### config.mk
export PLATFORM = sky130hd
export DESIGN_NAME = jbs_tap
export DESIGN_NICKNAME = d
export VERILOG_FILES = /design/src/verilog/jbs_pkg.sv /design/src/verilog/jbs_tap.sv /design/src/verilog/jbs_sync.sv /design/src/verilog/jbs_bsr.sv
export SDC_FILE = /design/constraint.sdc
export NUM_CORES = 1
export LEC_CHECK = 0
export BUFFER_PORTS_ARGS = -buffer_cell sky130_fd_sc_hd__buf_4
export CAP_MARGIN = 10
export CORE_MARGIN = 1
export CORE_UTILIZATION = 50
export DETAILED_ROUTE_END_ITERATION = 10
export GPL_TIMING_DRIVEN = 0
export PLACE_DENSITY = 0.8
export SYNTH_ARGS = -nofsm -noshare
export SYNTH_HDL_FRONTEND = slang
export SYNTH_HIERARCHICAL = 1
export SYNTH_SLANG_ARGS = --single-unit
### constraint.sdc
create_clock -name clk -period 2.5 [get_ports clk]
set_clock_uncertainty 0.2 [all_clocks]
set_input_delay 0.5 -clock clk [delete_from_list [all_inputs] [get_ports clk]]
set_output_delay 0.5 -clock clk [all_outputs]
set_load 0.005 [all_outputs]
### src/verilog/jbs_pkg.sv
// Package for the boundary scan test access port: states, opcodes, sizes and reset values.
// Contract
// Five dedicated test pins reach scan logic.
// BYPASS puts one-bit register between data pins.
// EXTEST drives and observes pins from scan register.
// SAMPLE captures inputs without disturbing pins.
// SAMPLE allows preload into latched update stages.
// CLAMP selects bypass, pins driven from register.
// INTEST and private factory instruction are accepted.
// Tester holds reset state in functional mode.
// Reset state loads IDCODE into instruction register.
// Low test reset forces reset state without clock.
// Identification register is 32 bits with fields.
// IDCODE puts identification register on serial path.
// Code captured in capture state, shifted out later.
// Bit 0 nearest output, shifted out first.
// Sixteen-state controller; output changes on falling edges.
// Identification code least significant bit is one.
package jbs_pkg;

	localparam int JBS_IR_LEN = 4;
	localparam int JBS_ID_LEN = 32;
	localparam int JBS_N_IN = 8;
	localparam int JBS_N_OUT = 8;
	localparam int JBS_SYNC_STAGES = 2;

	typedef logic [JBS_IR_LEN-1:0] jbs_ir_t;

	localparam jbs_ir_t JBS_OP_EXTEST = 4'h0;
	localparam jbs_ir_t JBS_OP_SAMPLE = 4'h1;
	localparam jbs_ir_t JBS_OP_IDCODE = 4'h2;
	localparam jbs_ir_t JBS_OP_CLAMP = 4'h3;
	localparam jbs_ir_t JBS_OP_INTEST = 4'h4;
	localparam jbs_ir_t JBS_OP_PRIVATE_FACTORY_TEST = 4'h8;
	localparam jbs_ir_t JBS_OP_BYPASS = 4'hf;
	localparam jbs_ir_t JBS_IR_CAPTURE = 4'h1;
	localparam jbs_ir_t JBS_IR_RESET = JBS_OP_IDCODE;

	typedef enum logic [3:0] {
		JBS_TLR = 4'h0,
		JBS_RTI = 4'h1,
		JBS_SEL_DR = 4'h2,
		JBS_CAP_DR = 4'h3,
		JBS_SHIFT_DR = 4'h4,
		JBS_EXIT1_DR = 4'h5,
		JBS_PAUSE_DR = 4'h6,
		JBS_EXIT2_DR = 4'h7,
		JBS_UPD_DR = 4'h8,
		JBS_SEL_IR = 4'h9,
		JBS_CAP_IR = 4'ha,
		JBS_SHIFT_IR = 4'hb,
		JBS_EXIT1_IR = 4'hc,
		JBS_PAUSE_IR = 4'hd,
		JBS_EXIT2_IR = 4'he,
		JBS_UPD_IR = 4'hf
	} jbs_state_e;

	typedef struct packed {
		logic tck;
		logic tms;
		logic tdi;
		logic trst_n;
	} jbs_pins_s;

	localparam jbs_pins_s JBS_PINS_RESET = 4'h0;

endpackage

### src/verilog/jbs_tap.sv
// Test access port controller with instruction, bypass, identification and boundary paths.
`timescale 1ns/1ps
module jbs_tap #(
	parameter int N_IN = jbs_pkg::JBS_N_IN,
	parameter int N_OUT = jbs_pkg::JBS_N_OUT,
	parameter logic [3:0] ID_VERSION = 4'h1, // Arbitrary value.
	parameter logic [15:0] ID_PART = 16'h1234, // Arbitrary value.
	parameter logic [10:0] ID_MFR = 11'h055 // Arbitrary value.
) (
	input wire logic clk,
	input wire logic rst,
	input wire logic tck,
	input wire logic tms,
	input wire logic tdi,
	input wire logic trst_n,
	output logic tdo,
	output logic tdo_oe,
	input wire logic [N_IN-1:0] pin_in,
	output logic [N_IN-1:0] core_in,
	input wire logic [N_OUT-1:0] core_out,
	output logic [N_OUT-1:0] pin_out,
	output logic factory_test
);
	import jbs_pkg::*;

	localparam int LEN = N_IN + N_OUT;
	localparam logic [JBS_ID_LEN-1:0] ID_VALUE = {ID_VERSION, ID_PART, ID_MFR, 1'b1};

	jbs_pins_s pins_raw;
	jbs_pins_s pins_s;
	logic [N_IN-1:0] pin_in_s;
	logic tck_d_r;
	logic rise;
	logic fall;
	logic trst_act;
	jbs_state_e state_r;
	jbs_state_e state_nxt;
	jbs_ir_t ir_r;
	jbs_ir_t ir_sr_r;
	logic bypass_r;
	logic [JBS_ID_LEN-1:0] id_sr_r;
	logic [LEN-1:0] bsr_sh;
	logic [LEN-1:0] bsr_upd;
	logic [LEN-1:0] bsr_cap;
	logic sel_id;
	logic sel_bsr;
	logic sel_bypass;
	logic extest_mode;
	logic intest_mode;
	logic dr_cap;
	logic dr_shift;
	logic dr_upd;
	logic shifting;
	logic tdo_bit;
	logic tdo_r;
	logic tdo_oe_r;
	logic [N_IN-1:0] core_in_r;
	logic [N_OUT-1:0] pin_out_r;
	logic factory_test_r;

	// All four test input pins come from the tester's domain, so each passes two flops.
	assign pins_raw.tck = tck;
	assign pins_raw.tms = tms;
	assign pins_raw.tdi = tdi;
	assign pins_raw.trst_n = trst_n;

	jbs_sync #(
		.W($bits(jbs_pins_s)),
		.RST_VAL(JBS_PINS_RESET)
	) u_pin_sync (
		.clk(clk),
		.rst(rst),
		.d(pins_raw),
		.q(pins_s)
	);

	jbs_sync #(
		.W(N_IN),
		.RST_VAL('0)
	) u_in_sync (
		.clk(clk),
		.rst(rst),
		.d(pin_in),
		.q(pin_in_s)
	);

	always_ff @(posedge clk) begin
		if (rst) begin
			tck_d_r <= 1'b0;
		end else begin
			tck_d_r <= pins_s.tck;
		end
	end

	assign rise = pins_s.tck & ~tck_d_r;
	assign fall = ~pins_s.tck & tck_d_r;
	assign trst_act = ~pins_s.trst_n;

	// Standard sixteen-state walk under the test mode select level.
	always_comb begin
		state_nxt = state_r;
		case (state_r)
			JBS_TLR: state_nxt = pins_s.tms ? JBS_TLR : JBS_RTI;
			JBS_RTI: state_nxt = pins_s.tms ? JBS_SEL_DR : JBS_RTI;
			JBS_SEL_DR: state_nxt = pins_s.tms ? JBS_SEL_IR : JBS_CAP_DR;
			JBS_CAP_DR: state_nxt = pins_s.tms ? JBS_EXIT1_DR : JBS_SHIFT_DR;
			JBS_SHIFT_DR: state_nxt = pins_s.tms ? JBS_EXIT1_DR : JBS_SHIFT_DR;
			JBS_EXIT1_DR: state_nxt = pins_s.tms ? JBS_UPD_DR : JBS_PAUSE_DR;
			JBS_PAUSE_DR: state_nxt = pins_s.tms ? JBS_EXIT2_DR : JBS_PAUSE_DR;
			JBS_EXIT2_DR: state_nxt = pins_s.tms ? JBS_UPD_DR : JBS_SHIFT_DR;
			JBS_UPD_DR: state_nxt = pins_s.tms ? JBS_SEL_DR : JBS_RTI;
			JBS_SEL_IR: state_nxt = pins_s.tms ? JBS_TLR : JBS_CAP_IR;
			JBS_CAP_IR: state_nxt = pins_s.tms ? JBS_EXIT1_IR : JBS_SHIFT_IR;
			JBS_SHIFT_IR: state_nxt = pins_s.tms ? JBS_EXIT1_IR : JBS_SHIFT_IR;
			JBS_EXIT1_IR: state_nxt = pins_s.tms ? JBS_UPD_IR : JBS_PAUSE_IR;
			JBS_PAUSE_IR: state_nxt = pins_s.tms ? JBS_EXIT2_IR : JBS_PAUSE_IR;
			JBS_EXIT2_IR: state_nxt = pins_s.tms ? JBS_UPD_IR : JBS_SHIFT_IR;
			JBS_UPD_IR: state_nxt = pins_s.tms ? JBS_SEL_DR : JBS_RTI;
			default: state_nxt = JBS_TLR;
		endcase
	end

	// A low test reset needs no test clock edge; it wins over any pending move.
	always_ff @(posedge clk) begin
		if (rst || trst_act) begin
			state_r <= JBS_TLR;
		end else if (rise) begin
			state_r <= state_nxt;
		end
	end

	// Instruction register; the reset state leaves a non-intrusive instruction loaded.
	always_ff @(posedge clk) begin
		if (rst || trst_act || state_r == JBS_TLR) begin
			ir_r <= JBS_IR_RESET;
			ir_sr_r <= JBS_IR_CAPTURE;
		end else begin
			if (rise && state_r == JBS_CAP_IR) begin
				ir_sr_r <= JBS_IR_CAPTURE;
			end else if (rise && state_r == JBS_SHIFT_IR) begin
				ir_sr_r <= {pins_s.tdi, ir_sr_r[JBS_IR_LEN-1:1]};
			end
			if (fall && state_r == JBS_UPD_IR) begin
				ir_r <= ir_sr_r;
			end
		end
	end

	// Unknown opcodes fall back to the bypass path, as do CLAMP and the factory instruction.
	assign sel_id = (ir_r == JBS_OP_IDCODE);
	assign sel_bsr = (ir_r == JBS_OP_EXTEST) || (ir_r == JBS_OP_SAMPLE) || (ir_r == JBS_OP_INTEST);
	assign sel_bypass = ~sel_id & ~sel_bsr;
	assign extest_mode = (ir_r == JBS_OP_EXTEST) || (ir_r == JBS_OP_CLAMP);
	assign intest_mode = (ir_r == JBS_OP_INTEST);

	assign dr_cap = rise && state_r == JBS_CAP_DR;
	assign dr_shift = rise && state_r == JBS_SHIFT_DR;
	assign dr_upd = fall && state_r == JBS_UPD_DR;

	always_ff @(posedge clk) begin
		if (rst) begin
			bypass_r <= 1'b0;
			id_sr_r <= '0;
		end else begin
			if (dr_cap && sel_bypass) begin
				bypass_r <= 1'b0;
			end else if (dr_shift && sel_bypass) begin
				bypass_r <= pins_s.tdi;
			end
			if (dr_cap && sel_id) begin
				id_sr_r <= ID_VALUE;
			end else if (dr_shift && sel_id) begin
				id_sr_r <= {pins_s.tdi, id_sr_r[JBS_ID_LEN-1:1]};
			end
		end
	end

	// Input cells see the pins, output cells see what the core wants to drive.
	assign bsr_cap = {core_out, pin_in_s};

	jbs_bsr #(
		.LEN(LEN)
	) u_bsr (
		.clk(clk),
		.rst(rst),
		.cap_en(dr_cap && sel_bsr),
		.shift_en(dr_shift && sel_bsr),
		.upd_en(dr_upd && sel_bsr),
		.cap_data(bsr_cap),
		.tdi(pins_s.tdi),
		.sh_q(bsr_sh),
		.upd_q(bsr_upd)
	);

	assign shifting = (state_r == JBS_SHIFT_DR) || (state_r == JBS_SHIFT_IR);
	assign tdo_bit = (state_r == JBS_SHIFT_IR) ? ir_sr_r[0] :
		sel_id ? id_sr_r[0] :
		sel_bsr ? bsr_sh[0] : bypass_r;

	// Output changes on the falling test clock so the tester samples a settled bit.
	always_ff @(posedge clk) begin
		if (rst || trst_act) begin
			tdo_r <= 1'b0;
			tdo_oe_r <= 1'b0;
		end else if (fall) begin
			tdo_r <= tdo_bit;
			tdo_oe_r <= shifting;
		end
	end

	// Pin and core paths are registered; functional data sees one extra clock of delay.
	always_ff @(posedge clk) begin
		if (rst) begin
			pin_out_r <= '0;
			core_in_r <= '0;
			factory_test_r <= 1'b0;
		end else begin
			pin_out_r <= extest_mode ? bsr_upd[LEN-1:N_IN] : core_out;
			core_in_r <= intest_mode ? bsr_upd[N_IN-1:0] : pin_in_s;
			factory_test_r <= (ir_r == JBS_OP_PRIVATE_FACTORY_TEST);
		end
	end

	assign tdo = tdo_r;
	assign tdo_oe = tdo_oe_r;
	assign pin_out = pin_out_r;
	assign core_in = core_in_r;
	assign factory_test = factory_test_r;
endmodule // jbs_tap

### src/verilog/jbs_sync.sv
// Two-flop synchroniser for a group of levels arriving from outside the clock domain.
`timescale 1ns/1ps
module jbs_sync #(
	parameter int W = 1,
	parameter logic [W-1:0] RST_VAL = '0
) (
	input wire logic clk,
	input wire logic rst,
	input wire logic [W-1:0] d,
	output logic [W-1:0] q
);
	import jbs_pkg::*;

	logic [W-1:0] meta_r;

	// The first stage feeds only the second stage.
	always_ff @(posedge clk) begin
		if (rst) begin
			meta_r <= RST_VAL;
			q <= RST_VAL;
		end else begin
			meta_r <= d;
			q <= meta_r;
		end
	end
endmodule // jbs_sync

### src/verilog/jbs_bsr.sv
// Boundary scan register: capture and shift stage per cell plus a latched update stage.
`timescale 1ns/1ps
module jbs_bsr #(
	parameter int LEN = 16
) (
	input wire logic clk,
	input wire logic rst,
	input wire logic cap_en,
	input wire logic shift_en,
	input wire logic upd_en,
	input wire logic [LEN-1:0] cap_data,
	input wire logic tdi,
	output logic [LEN-1:0] sh_q,
	output logic [LEN-1:0] upd_q
);
	import jbs_pkg::*;

	logic [LEN-1:0] chain_in;

	// The top cell sits next to the data input, cell 0 next to the data output.
	assign chain_in = {tdi, sh_q[LEN-1:1]};

	genvar i;
	generate
		for (i = 0; i < LEN; i++) begin : g_cell
			always_ff @(posedge clk) begin
				if (rst) begin
					sh_q[i] <= 1'b0;
					upd_q[i] <= 1'b0;
				end else begin
					if (cap_en) begin
						sh_q[i] <= cap_data[i];
					end else if (shift_en) begin
						sh_q[i] <= chain_in[i];
					end
					if (upd_en) begin
						upd_q[i] <= sh_q[i];
					end
				end
			end
		end
	endgenerate
endmodule // jbs_bsr

==> flow_summary_export.csv <==
group,metric,value,unit
cts,cts_tree,"built",
setup_path,startpoint_type,"register",
floorplan,initial_utilization,51.5,%
final_layout,mostFrequentLayoutCells,"dfxtp_1, nand2_1, nor2_1, mux2i_1, buf_4",
routing,drt_wl_total,10.2,mm
setup_path,cpMaxStageDelayCell,"clkbuf_1",
place,dp_hpwl,6.73,mm
final_layout,utilization,63.1,%
logic_synthesis,syn_area,4740,µm²
place,gp_congestion,0.885,
cts,cts.clk_slew.worst_paths,0.06,ns
routing,ant_nets,0,
final_layout,syn_to_final_growth,22.4,%
final_layout,final_common_cell,"dfxtp_1",
setup_path,cp.arrival,2.50,ns
place,io_buffers,40,
power_and_ir_drop,leakage,2.12,nW
global_routing,grt_pass1_vias,3554,
cts,root_buffer,"clkbuf_8",
final_layout,antenna_cells,0,
floorplan,rows,35,
global_routing,overflow,0,
setup_path,max_stage_delay,0.41,ns
setup_path,path_cells,"clkbuf_1, nor2_1, nand4_1, o21bai_1, clkbuf_1, a21oi_1",
logic_synthesis,async_reset_ff_share,0,%
cts,cts_buffer_depth,2,
final_layout,nets,583,
setup_path,cp_common_cell,"clkbuf_1",
sta,rsz0062_at_grt,"yes",
cts,postCtsSetupBuffers,0,
floorplan,dieArea,9870,µm²
floorplan,chipWidth,99.4,µm
setup_path,cp_data_required_time,2.67,ns
routing,drt_iter0_markers,224,
setup_path,critical_path.max_fanout,10,
floorplan,coreArea,9200,µm²
floorplan,ios,41,
global_routing,antenna_found_initial,0,
sta,slew_violations,0,
routing,drc,0,
cts,clkSinkCount,121,
logic_synthesis,syn-mean-instance-area,9.61,µm²
logic_synthesis,synth_edf_count,0,
cts,cts_max_level,4,
routing,viasPerCell,5.43,
global_routing,grt_max_degree,27,
sta,hold-worst-slack,0.00658,ns
power_and_ir_drop,p_per_area,727,nW/µm²
sta,post-route-min-period,2.33,ns
logic_synthesis,synth_warnings,6,
floorplan,die_h,99.4,µm
sta,setup_viol,0,
sta,fmax,0.429,GHz
worst_hold_path,hold_path_class,"in2reg",
cts,cts_buffers,17,
status,status,"finished clean",
run,cap_viol_max_count,0,
routing,vias,3716,
logic_synthesis,yosys_register_bits,121,
logic_synthesis,synthCells,493,
logic_synthesis,syn_nets,515,
sta,tightest_slew,0.909,ns
setup_path,endpoint_kind,"register",
global_routing,grt_pass1_wl,16.5,mm
global_routing,track_usage,21.4,%
logic_synthesis,synth.distinct_cells,51,
cts,insertion_delay,0.52,ns
sta,hold_viol_final,0,
setup_path,worstSetupPathType,"reg2reg",
logic_synthesis,synth_flop_cell,"dfxtp_1",
routing,first_pass_iters,4,
routing,avgRoutedWirePerCell,14.8,µm
final_layout,drive_gt1_share,21.3,%
sta,relSlewSlack,39.3,%
power_and_ir_drop,ir_drop,0.419,mV
final_layout,fillers,724,
sta,period_share,93.2,%
logic_synthesis,ys_seq_area_share,51.1,%
## Yosys cell counts (all sizes together), types with 3 or more instances
cell	instances	area (µm²)
dfxtp	121	2420
nand2	66	248
nor2	48	180
mux2i	45	450
nor2b	43	287
a21oi	39	195
buf	18	140
a211oi	17	178
clkbuf	17	63.8
o22ai	11	68.8
o21ai	8	40.0
and2b	6	52.6
inv	5	18.8
a31oi	4	25.0
a211o	3	26.3
nand2b	3	18.8
nand4	3	18.8
or3	3	18.8
or4b	3	33.8
## timing repair
item	4_1_cts	5_1_grt
gates resized for setup	2	4
hold buffers	9	0
endpoints found under the setup margin	4	10
endpoints found under the hold margin	9	0
## stage by stage
stage | setup WS [ns] | setup TNS [ns] | cell area, µm² | total power [W] | std cells
finish | 0.170 | 0 | 5800 | 0.00422 | 684
global route | -0.0175 | -0.0175 | 5800 | 0.00434 | 684
CTS | 0.0582 | 0 | 5790 | 0.00424 | 684
detailed placement | 0.00961 | 0 | 5180 | 0.00214 | 644
global placement | 0.0338 | 0 | 5180 | 0.00214 | 644
floorplan | 0.356 | 0 | 4740 | 0.00207 | 493
## final cells by class
class | count | area [µm²] | share of cell area, %
clock inverters | 14 | 103 | 1.77
inverters | 5 | 18.8 | 0.323
well taps | 111 | 139 | 2.39
clock buffers | 17 | 414 | 7.14
repair buffers | 49 | 390 | 6.73
plain buffers | 35 | 206 | 3.56
multi-input cells | 332 | 2110 | 36.3
flip-flops and latches | 121 | 2420 | 41.8
## registers in the layout (all words and copies together), names as in the netlist, 4 cells and up
register	count
core_in	8
id_sr_r	32
ir_r	4
ir_sr_r	4
pin_out	8
state_r	4
u_bsr/sh_q	16
u_bsr/upd_q	16
u_in_sync/meta_r	8
u_in_sync/q	8
u_pin_sync/meta_r	4
u_pin_sync/q	4
## final timing paths
check | depth (start not counted) | from | end | slack, ns
worst max-delay path | 6 | state_r[3] | id_sr_r[25] | 0.17
worst min-delay path | 2 | pin_in[6] | u_in_sync/meta_r[6] | 0.007
worst max register to register | 6 | state_r[3] | id_sr_r[25] | 0.17
worst min register to register | 1 | u_in_sync/meta_r[6] | u_in_sync/q[6] | 0.24
## routing by layer
metal | vias to the layer above | GRT usage (%) | part of all wire (%)
met5 | - | 0 | 0
met4 | 0 | 8.03 | 1.0
met3 | 9 | 6.11 | 3.7
met2 | 87 | 37.1 | 50
met1 | 1788 | 25.2 | 45
li1 | 1832 | - | -
## logic make-up after synthesis
logic type	synth area share (%)
xor+xnor	0.370
fa+ha+maj	0.211
buf+inv	4.70
flops	51.1
compound gates	14.2
simple gates	19.7
mux	9.74
## where the power goes
part	internal (W)	switching, W
clock network	0.00121	0.000894
logic	0.0000716	0.0000690
registers	0.00196	0.0000125
total	0.00324	0.000975
## worst max-delay path: cells and delay by family (launching register included)
family	cells	cell delay, ns
AND/OR/NAND/NOR	2	0.53
AO/OA/AOI/OAI	2	0.45
flip-flops	1	0.35
buffers and inverters	2	0.66
Power figures use the tool's default switching activity.
